--- src/hdl/scw_pkg.sv ---
// Constants and types shared by the control write port design.
package scw_pkg;
  localparam int BYTE_W = 8;
  localparam int FIFO_DEPTH = 32;
  localparam int KIND_W = 2;
  localparam int ITEM_W = KIND_W + BYTE_W;
  localparam int NUM_BYTES = 4;
  localparam logic [2:0] BYTES_FULL = 3'h4;
  localparam logic [2:0] BYTES_OVER = 3'h5;
  localparam logic [3:0] BITS_PER_BYTE = 4'h8;
  localparam logic [1:0] KIND_DATA = 2'h0;
  localparam logic [1:0] KIND_START = 2'h1;
  localparam logic [1:0] KIND_STOP = 2'h2;
  localparam logic [6:0] SLAVE_ADDR_BASE = 7'h4C;
  localparam int ADDR_SEL_POS = 1;
  localparam int RW_POS = 0;
  localparam logic [7:0] BYTE0_RESET = 8'hF7;
  localparam logic [7:0] BYTE1_RESET = 8'hFF;
  localparam logic [7:0] BYTE2_RESET = 8'hA0;
  localparam logic [7:0] BYTE3_RESET = 8'h40;
  localparam logic [7:0] BYTE3_WRITE_MASK = 8'h80;
  localparam int B2_OUT0_POS = 7;
  localparam int FB_DIV_HI = 6;
  localparam int FB_DIV_LO = 2;
  localparam int SPREAD_POS = 1;
  localparam int BYPASS_POS = 0;
  localparam int FREQ_POS = 7;
  localparam int REV_POS = 6;
  localparam int HIZ_W = 12;

  typedef enum logic [5:0] {
    ST_IDLE = 6'h01,
    ST_ADDR = 6'h02,
    ST_ADDR_ACK = 6'h04,
    ST_DATA = 6'h08,
    ST_DATA_ACK = 6'h10,
    ST_IGNORE = 6'h20
  } scw_state_t;

  function automatic logic scw_addr_hit(input logic [7:0] frame,
                                        input logic sel);
    logic [6:0] want;
    want = SLAVE_ADDR_BASE;
    want[ADDR_SEL_POS] = sel;
    return (frame[7:1] == want) && !frame[RW_POS];
  endfunction : scw_addr_hit
endpackage : scw_pkg

--- src/hdl/scw_stream_if.sv ---
// Valid and ready stream carrying bytes and frame markers between modules.
`timescale 1ns/1ps
interface scw_stream_if #(parameter int WIDTH = 10);
  logic valid;
  logic ready;
  logic [WIDTH-1:0] data;
  modport src (output valid, output data, input ready);
  modport snk (input valid, input data, output ready);
endinterface : scw_stream_if

--- src/hdl/scw_top.sv ---
// Write-only two-wire control port of a dual-PLL clock synthesizer.
// Function
// - Seven-bit address plus direction bit; acknowledge when address matches and direction bit is low.
// - Data bytes are eight bits, MSB first, each acknowledged.
// - First byte bits below the top enable outputs fifteen to nine.
// - Second byte bits below the top enable outputs seven to one.
// - Third byte: divider code, spread enable, then bypass select in bit zero.
// - Fourth byte follows third, then stop; holds revision, low six reserved.
// - Bytes held in shadow, copied to active registers only at stop.
// - Enable change reaches the output within ten ns plus one period.
// - Address 1001100 with select low, 1001110 with select high.
// - Top bits: output sixteen, eight, zero, and output twelve frequency.
// - A write is the address then exactly four data bytes, then stop.
// - Reset restores defaults and floats outputs zero to eleven.
`timescale 1ns/1ps
module scw_top (
  input wire logic CLK_I,
  input wire logic RST_B_I,
  input wire logic SCL_I,
  input wire logic SDA_I,
  output logic SDA_O,
  output logic SDA_OE_O,
  input wire logic ADDR_SEL_I,
  output logic [16:0] OUT_ON_O,
  output logic [4:0] FB_DIV_O,
  output logic SPREAD_ENABLE_O,
  output logic BYPASS_O,
  output logic Q12_FREQ_SEL_O,
  output logic REVISION_O,
  output logic [11:0] OUT_HIZ_O
);
  scw_stream_if #(.WIDTH(scw_pkg::ITEM_W)) push_if ();
  scw_stream_if #(.WIDTH(scw_pkg::ITEM_W)) pop_if ();

  scw_fifo #(.WIDTH(scw_pkg::ITEM_W), .DEPTH(scw_pkg::FIFO_DEPTH)) u_fifo (
    .clk_i(CLK_I),
    .rst_b_i(RST_B_I),
    .wr(push_if.snk),
    .rd(pop_if.src)
  );

  // Pins are asynchronous to the core clock, so each passes two flops.
  logic scl_s1, scl_s2, scl_d, sda_s1, sda_s2, sda_d, sel_s1, sel_s2;
  always_ff @(posedge CLK_I or negedge RST_B_I) begin
    if (!RST_B_I) begin
      scl_s1 <= 1'b1;
      scl_s2 <= 1'b1;
      scl_d <= 1'b1;
      sda_s1 <= 1'b1;
      sda_s2 <= 1'b1;
      sda_d <= 1'b1;
      sel_s1 <= 1'b0;
      sel_s2 <= 1'b0;
    end else begin
      scl_s1 <= SCL_I;
      scl_s2 <= scl_s1;
      scl_d <= scl_s2;
      sda_s1 <= SDA_I;
      sda_s2 <= sda_s1;
      sda_d <= sda_s2;
      sel_s1 <= ADDR_SEL_I;
      sel_s2 <= sel_s1;
    end
  end

  logic scl_rise, scl_fall, bus_start, bus_stop;
  assign scl_rise = scl_s2 && !scl_d;
  assign scl_fall = !scl_s2 && scl_d;
  assign bus_start = scl_s2 && scl_d && !sda_s2 && sda_d;
  assign bus_stop = scl_s2 && scl_d && sda_s2 && !sda_d;

  scw_pkg::scw_state_t state_reg, state_next;
  logic [7:0] shift_reg, shift_next;
  logic [3:0] cnt_reg, cnt_next;
  logic oe_reg, oe_next, sel_reg, sel_next;
  logic push_v_reg, push_v_next;
  logic [scw_pkg::ITEM_W-1:0] push_d_reg, push_d_next;

  always_comb begin
    state_next = state_reg;
    shift_next = shift_reg;
    cnt_next = cnt_reg;
    oe_next = oe_reg;
    sel_next = sel_reg;
    push_v_next = 1'b0;
    push_d_next = push_d_reg;
    if (bus_start) begin
      state_next = scw_pkg::ST_ADDR;
      cnt_next = '0;
      oe_next = 1'b0;
      // A restart to another address must not let the next stop commit.
      sel_next = 1'b0;
    end else if (bus_stop) begin
      state_next = scw_pkg::ST_IDLE;
      oe_next = 1'b0;
      if (sel_reg) begin
        push_v_next = 1'b1;
        push_d_next = {scw_pkg::KIND_STOP, 8'h00};
        sel_next = 1'b0;
      end
    end else begin
      case (state_reg)
        scw_pkg::ST_ADDR, scw_pkg::ST_DATA: begin
          if (scl_rise) begin
            shift_next = {shift_reg[6:0], sda_s2};
            cnt_next = cnt_reg + 1'b1;
          end else if (scl_fall && cnt_reg == scw_pkg::BITS_PER_BYTE) begin
            if (state_reg == scw_pkg::ST_ADDR) begin
              if (scw_pkg::scw_addr_hit(shift_reg, sel_s2)) begin
                oe_next = 1'b1;
                sel_next = 1'b1;
                state_next = scw_pkg::ST_ADDR_ACK;
                push_v_next = 1'b1;
                push_d_next = {scw_pkg::KIND_START, 8'h00};
              end else begin
                state_next = scw_pkg::ST_IGNORE;
              end
            end else if (push_if.ready) begin
              oe_next = 1'b1;
              state_next = scw_pkg::ST_DATA_ACK;
              push_v_next = 1'b1;
              push_d_next = {scw_pkg::KIND_DATA, shift_reg};
            end else begin
              // A full buffer refuses the byte by leaving it unacknowledged.
              state_next = scw_pkg::ST_IGNORE;
            end
          end
        end
        scw_pkg::ST_ADDR_ACK, scw_pkg::ST_DATA_ACK: begin
          if (scl_fall) begin
            oe_next = 1'b0;
            cnt_next = '0;
            state_next = scw_pkg::ST_DATA;
          end
        end
        scw_pkg::ST_IDLE, scw_pkg::ST_IGNORE: begin
          oe_next = 1'b0;
        end
        default: begin
          state_next = scw_pkg::ST_IDLE;
          oe_next = 1'b0;
        end
      endcase
    end
  end

  always_ff @(posedge CLK_I or negedge RST_B_I) begin
    if (!RST_B_I) begin
      state_reg <= scw_pkg::ST_IDLE;
      shift_reg <= '0;
      cnt_reg <= '0;
      oe_reg <= 1'b0;
      sel_reg <= 1'b0;
      push_v_reg <= 1'b0;
      push_d_reg <= '0;
    end else begin
      state_reg <= state_next;
      shift_reg <= shift_next;
      cnt_reg <= cnt_next;
      oe_reg <= oe_next;
      sel_reg <= sel_next;
      push_v_reg <= push_v_next;
      push_d_reg <= push_d_next;
    end
  end

  assign push_if.valid = push_v_reg;
  assign push_if.data = push_d_reg;

  // Drain side: collect bytes into the shadow, commit on a clean stop.
  logic [7:0] shadow_reg [scw_pkg::NUM_BYTES];
  logic [7:0] shadow_next [scw_pkg::NUM_BYTES];
  logic [7:0] act_reg [scw_pkg::NUM_BYTES];
  logic [7:0] act_next [scw_pkg::NUM_BYTES];
  logic [2:0] bcnt_reg, bcnt_next;
  logic commit_reg, commit_next, hiz_reg;
  logic [1:0] kind;

  // The commit cycle stalls the drain so the active copy settles first.
  assign pop_if.ready = !commit_reg;
  assign kind = pop_if.data[scw_pkg::ITEM_W-1:scw_pkg::BYTE_W];

  always_comb begin
    shadow_next = shadow_reg;
    act_next = act_reg;
    bcnt_next = bcnt_reg;
    commit_next = 1'b0;
    if (pop_if.valid && pop_if.ready) begin
      case (kind)
        scw_pkg::KIND_START: begin
          bcnt_next = '0;
        end
        scw_pkg::KIND_DATA: begin
          if (bcnt_reg < scw_pkg::BYTES_FULL) begin
            shadow_next[bcnt_reg[1:0]] = pop_if.data[7:0];
          end
          if (bcnt_reg != scw_pkg::BYTES_OVER) begin
            bcnt_next = bcnt_reg + 1'b1;
          end
        end
        scw_pkg::KIND_STOP: begin
          if (bcnt_reg == scw_pkg::BYTES_FULL) begin
            act_next = shadow_reg;
            act_next[3] = (shadow_reg[3] & scw_pkg::BYTE3_WRITE_MASK)
              | (scw_pkg::BYTE3_RESET & ~scw_pkg::BYTE3_WRITE_MASK);
            commit_next = 1'b1;
          end
          bcnt_next = '0;
        end
        default: begin
          bcnt_next = bcnt_reg;
        end
      endcase
    end
  end

  always_ff @(posedge CLK_I or negedge RST_B_I) begin
    if (!RST_B_I) begin
      for (int i = 0; i < scw_pkg::NUM_BYTES; i++) begin
        shadow_reg[i] <= '0;
      end
      act_reg[0] <= scw_pkg::BYTE0_RESET;
      act_reg[1] <= scw_pkg::BYTE1_RESET;
      act_reg[2] <= scw_pkg::BYTE2_RESET;
      act_reg[3] <= scw_pkg::BYTE3_RESET;
      bcnt_reg <= '0;
      commit_reg <= 1'b0;
      hiz_reg <= 1'b1;
    end else begin
      shadow_reg <= shadow_next;
      act_reg <= act_next;
      bcnt_reg <= bcnt_next;
      commit_reg <= commit_next;
      hiz_reg <= 1'b0;
    end
  end

  // Enables leave straight from the active flops, well inside the bound.
  assign OUT_ON_O = {act_reg[0], act_reg[1],
                     act_reg[2][scw_pkg::B2_OUT0_POS]};
  assign FB_DIV_O = act_reg[2][scw_pkg::FB_DIV_HI:scw_pkg::FB_DIV_LO];
  assign SPREAD_ENABLE_O = act_reg[2][scw_pkg::SPREAD_POS];
  assign BYPASS_O = act_reg[2][scw_pkg::BYPASS_POS];
  assign Q12_FREQ_SEL_O = act_reg[3][scw_pkg::FREQ_POS];
  assign REVISION_O = act_reg[3][scw_pkg::REV_POS];
  assign OUT_HIZ_O = {scw_pkg::HIZ_W{hiz_reg}};
  assign SDA_OE_O = oe_reg;
  assign SDA_O = 1'b0;
endmodule : scw_top

--- src/hdl/scw_fifo.sv ---
// Flip-flop FIFO with valid and ready on both sides.
`timescale 1ns/1ps
module scw_fifo #(
  parameter int WIDTH = 10,
  parameter int DEPTH = 32
) (
  input wire logic clk_i,
  input wire logic rst_b_i,
  scw_stream_if.snk wr,
  scw_stream_if.src rd
);
  localparam int PW = $clog2(DEPTH);
  localparam logic [PW:0] DEPTH_CNT = (PW+1)'(DEPTH);
  localparam logic [PW-1:0] LAST = (PW)'(DEPTH - 1);
  logic [WIDTH-1:0] mem_reg [DEPTH];
  logic [PW-1:0] wp_reg, wp_next, rp_reg, rp_next;
  logic [PW:0] cnt_reg, cnt_next;
  logic do_wr, do_rd;

  assign wr.ready = cnt_reg != DEPTH_CNT;
  assign rd.valid = cnt_reg != '0;
  assign rd.data = mem_reg[rp_reg];
  assign do_wr = wr.valid && wr.ready;
  assign do_rd = rd.valid && rd.ready;

  always_comb begin
    wp_next = wp_reg;
    rp_next = rp_reg;
    cnt_next = cnt_reg;
    if (do_wr) begin
      wp_next = (wp_reg == LAST) ? '0 : wp_reg + 1'b1;
    end
    if (do_rd) begin
      rp_next = (rp_reg == LAST) ? '0 : rp_reg + 1'b1;
    end
    if (do_wr && !do_rd) begin
      cnt_next = cnt_reg + 1'b1;
    end else if (do_rd && !do_wr) begin
      cnt_next = cnt_reg - 1'b1;
    end
  end

  always_ff @(posedge clk_i or negedge rst_b_i) begin
    if (!rst_b_i) begin
      wp_reg <= '0;
      rp_reg <= '0;
      cnt_reg <= '0;
    end else begin
      wp_reg <= wp_next;
      rp_reg <= rp_next;
      cnt_reg <= cnt_next;
    end
  end

  // Storage has no reset; only words below the count are ever read.
  always_ff @(posedge clk_i) begin
    if (do_wr) begin
      mem_reg[wp_reg] <= wr.data;
    end
  end
endmodule : scw_fifo

--- config.mk ---
export PLATFORM = sky130hd
export DESIGN_NAME = scw_top
export DESIGN_NICKNAME = d
export VERILOG_FILES = /design/src/hdl/scw_pkg.sv /design/src/hdl/scw_stream_if.sv /design/src/hdl/scw_top.sv /design/src/hdl/scw_fifo.sv
export SDC_FILE = /design/constraint.sdc
export NUM_CORES = 1
export LEC_CHECK = 0
export BUFFER_PORTS_ARGS = -buffer_cell sky130_fd_sc_hd__clkbuf_2
export CAP_MARGIN = 25
export CORE_ASPECT_RATIO = 0.5
export CORE_MARGIN = 2
export CORE_UTILIZATION = 51
export CTS_CLUSTER_DIAMETER = 50
export CTS_CLUSTER_SIZE = 25
export DETAILED_ROUTE_END_ITERATION = 12
export PLACE_DENSITY = 0.64
export SYNTH_ARGS = -nofsm -noshare
export SYNTH_HDL_FRONTEND = slang
export SYNTH_SLANG_ARGS = --single-unit
--- constraint.sdc ---
create_clock -name CLK_I -period 8.5 [get_ports CLK_I]
set_clock_uncertainty 0.05 [all_clocks]
set_input_delay 0 -clock CLK_I [delete_from_list [all_inputs] [get_ports CLK_I]]
set_output_delay 0 -clock CLK_I [all_outputs]
set_load 0.05 [all_outputs]
==> metrics.txt <==
outcome completed; Die Area 0.03584 sq mm; CTS Buf Count 26; Top Ports 45; area delta synth->final 10.25%; fillcell total 2522; Combinational Power Share 0.021; DR pass1 iterations 5; crit-path max cell delay 0.77 ns; pwr dens 191.0 mW/mm^2; Finished Layout Cells 1557; nets 1123; Hold-fix buffers, CTS 8; Slew headroom 0.3063; WL final 35940 um; kind of critical path flip-flop to flip-flop; Synth Cell Area 0.01747 sq mm; top cell type by total area after synthesis edfxtp_1; Overall Power 3.677 mW; Vias/cell 5.789; routed via count 9013; Hold WC Path Type input pin to async pin; Tcrit/Tclk final 0.5120; clock share of power 0.366; CP arrival 4.73 ns; max FFs per register 320; ANT cells 0; CP max stage cell dfrtp_4; number of flops mapped to enable cells by yosys 320; H-tree levels 1; top-area cell type share of the netlist area 0.5501; maximum clock rate 229.8 MHz; VDD IR max 0.0001258 V; Slew Limit Fails 0; CTS-repair resized insts 0; flops & latches, synth 430; initial antenna violation count 0; Die Ht 134.9 um; buffer depth of the longest clock path 3; top_reg_cell synth edfxtp_1; CP Capture Type flip-flop; Root Driver clkbuf_16; Clock Latency Late Sink 0.58 ns; Worst EP required 8.88 ns; Async SR Flop Fraction 0.2558; count of final hold-check violations 0; post-CTS setup buffers 0; initial DRC count 715; register area share after synthesis 0.7095; leading post-synthesis cells by cell area edfxtp_1 55%, dfrtp_1 12%, mux4_2 7.2%, mux2_2 4.4%, dfstp_2 3.8%; TritonCTS clock tree yes; Sw Share 0.2169; Post-DRT Antenna Nets 0; Setup TNS Final 0 ns; DP HPWL 23180 um; maxcap violations 0; startpoint types flip-flop; Remaining Overflow, GRT 0; Placer Congestion 0.7725; IO buf count 42; maximum fanout along the worst path 34; critical path's most frequent cell mux4_2; number of global-route vias before repair 9098; post-synthesis average cell area 16.73 sq um; fraction of layout cells with a size suffix above 1 0.2590; commonest non-fill, non-tap cells in the layout 320 x edfxtp_1, 103 x nand2_1, 82 x dfrtp_1, 68 x mux2_2, 58 x nor2_1; drt wl/cell 23.08 um; placed insts 1492; internal power 2.880 mW; reg-to-reg slack, setup 4.15 ns; Initial Util 0.5229; Synth cell types 63; critical-path cell list buf_4 -> mux4_2 -> mux4_2 -> o21ai_1 -> ha_1 -> nor2b_1 -> nand3_1 -> nand2_1 -> o21ai_0; final setup margin 4.148 ns; R2R depth 9; final setup vio count 0; most common cell after layout, fill and taps aside edfxtp_1; sequential fraction of design power 0.613; RR Endpoint shadow_reg[12]; Yosys warning total 0; switching power 0.7977 mW; DRC 0; post-layout minimum cycle time 4.352 ns; Core ar. 0.03340 sq mm; Place WS 3.916 ns; first-pass GRT wire length 54580 um; CTS clk-pin slew, worst paths 0.09 ns; pin count of the biggest net entering global routing 56; cells after synthesis 1044; Leak Pwr 6.218 nW; Least-Margin Pin Slew 1.037 ns; reg2reg start u_fifo.rp_reg[0]; GRT Util Overall 0.2059; Clock Sinks 430; Die W 265.7 um; RSZ-0062 raised after global routing no; Placement Rows 47
cell type report:
cell class	count	area, sq um	share of cell area
Sequential cell	430	12400	0.6439
Multi-Input combinational cell	537	4669	0.2425
Timing Repair Buffer	80	688.2	0.03574
Clock buffer	30	675.6	0.03509
Tap cell	441	551.8	0.02865
Clock inverter	18	193.9	0.01007
Inverter	21	78.83	0.004093
per-layer routing:
layer	share of wire	GRT usage	vias up
li1	-	-	4084
met1	0.45	0.2944	4623
met2	0.48	0.3352	267
met3	0.060	0.03884	39
met4	0.017	0.04370	0
met5	0	0	-
through the flow:
step / utilization / hold WS [ns] / area [sq um]
after floorplan: - / -0.3456 / 17470
after global placement: 0.5383 / 0.01984 / 17980
after detailed placement: 0.5433 / 0.02939 / 18150
after CTS: 0.5720 / 0.03472 / 19110
after global routing: 0.5765 / 0.07282 / 19260
final: 0.5765 / 0.04311 / 19260
power groups by stage:
stage | clock network (mW) | registers (mW) | logic, mW
floorplan | 0 | 2.30 | 0.0540
global placement | 0 | 2.30 | 0.0737
detailed placement | 0 | 2.30 | 0.0745
CTS | 1.38 | 2.25 | 0.0787
global route | 1.45 | 2.26 | 0.0857
finish | 1.35 | 2.25 | 0.0773
cell usage after synthesis (all sizes together), types with 4 or more instances:
| master | instances |
|---|---|
| xnor2 | 4 |
| nor2 | 58 |
| a21o | 4 |
| a221oi | 8 |
| a22o | 10 |
| clkbuf | 19 |
| o22ai | 8 |
| edfxtp | 320 |
| nand2 | 103 |
| nand2b | 5 |
| dfstp | 25 |
| a21oi | 9 |
| o41ai | 7 |
| mux2i | 39 |
| a22oi | 10 |
| dfrtp | 85 |
| nor4 | 6 |
| nand3 | 22 |
| nand3b | 4 |
| o21ai | 44 |
| nor2b | 5 |
| mux2 | 69 |
| xor2 | 7 |
| inv | 20 |
| mux4 | 56 |
| ha | 21 |
| buf | 38 |
critical path, delay by kind of cell, from the launching register on:
family	cells	cell delay, ns
muxes	2	1.05
and+or+nand+nor	3	0.92
adders and majority gates	1	0.30
buffers and inverters	1	0.62
AOI/OAI and AO/OA	2	0.42
DFF	1	0.77
cell families after synthesis:
kind of cell / count (synthesis) / synth area share
AND/OR/NAND/NOR: 226 / 0.06110
multiplexers: 164 / 0.1393
XOR/XNOR: 11 / 0.005516
flip-flops: 430 / 0.7095
AO/OA/AOI/OAI: 111 / 0.04448
other: 2 / 0.0004300
buffers and inverters: 78 / 0.02350
adder cells (fa/ha/maj): 22 / 0.01619
how the worst max path moves through the flow:
stage | from | end | slack [ns] | cells past startpoint
after global routing | u_fifo.rp_reg[0] | shadow_reg[23] | 3.80 | 9
after floorplan | u_fifo.rp_reg[0] | FB_DIV_O[0] | 5.43 | 10
after CTS | u_fifo.rp_reg[0] | Q12_FREQ_SEL_O | 3.91 | 7
final | u_fifo.rp_reg[0] | shadow_reg[12] | 4.15 | 9
after global placement | u_fifo.rp_reg[0] | FB_DIV_O[4] | 4.00 | 7
after detailed placement | u_fifo.rp_reg[0] | Q12_FREQ_SEL_O | 3.92 | 7
No activity file was read; power rests on OpenSTA's default activity.
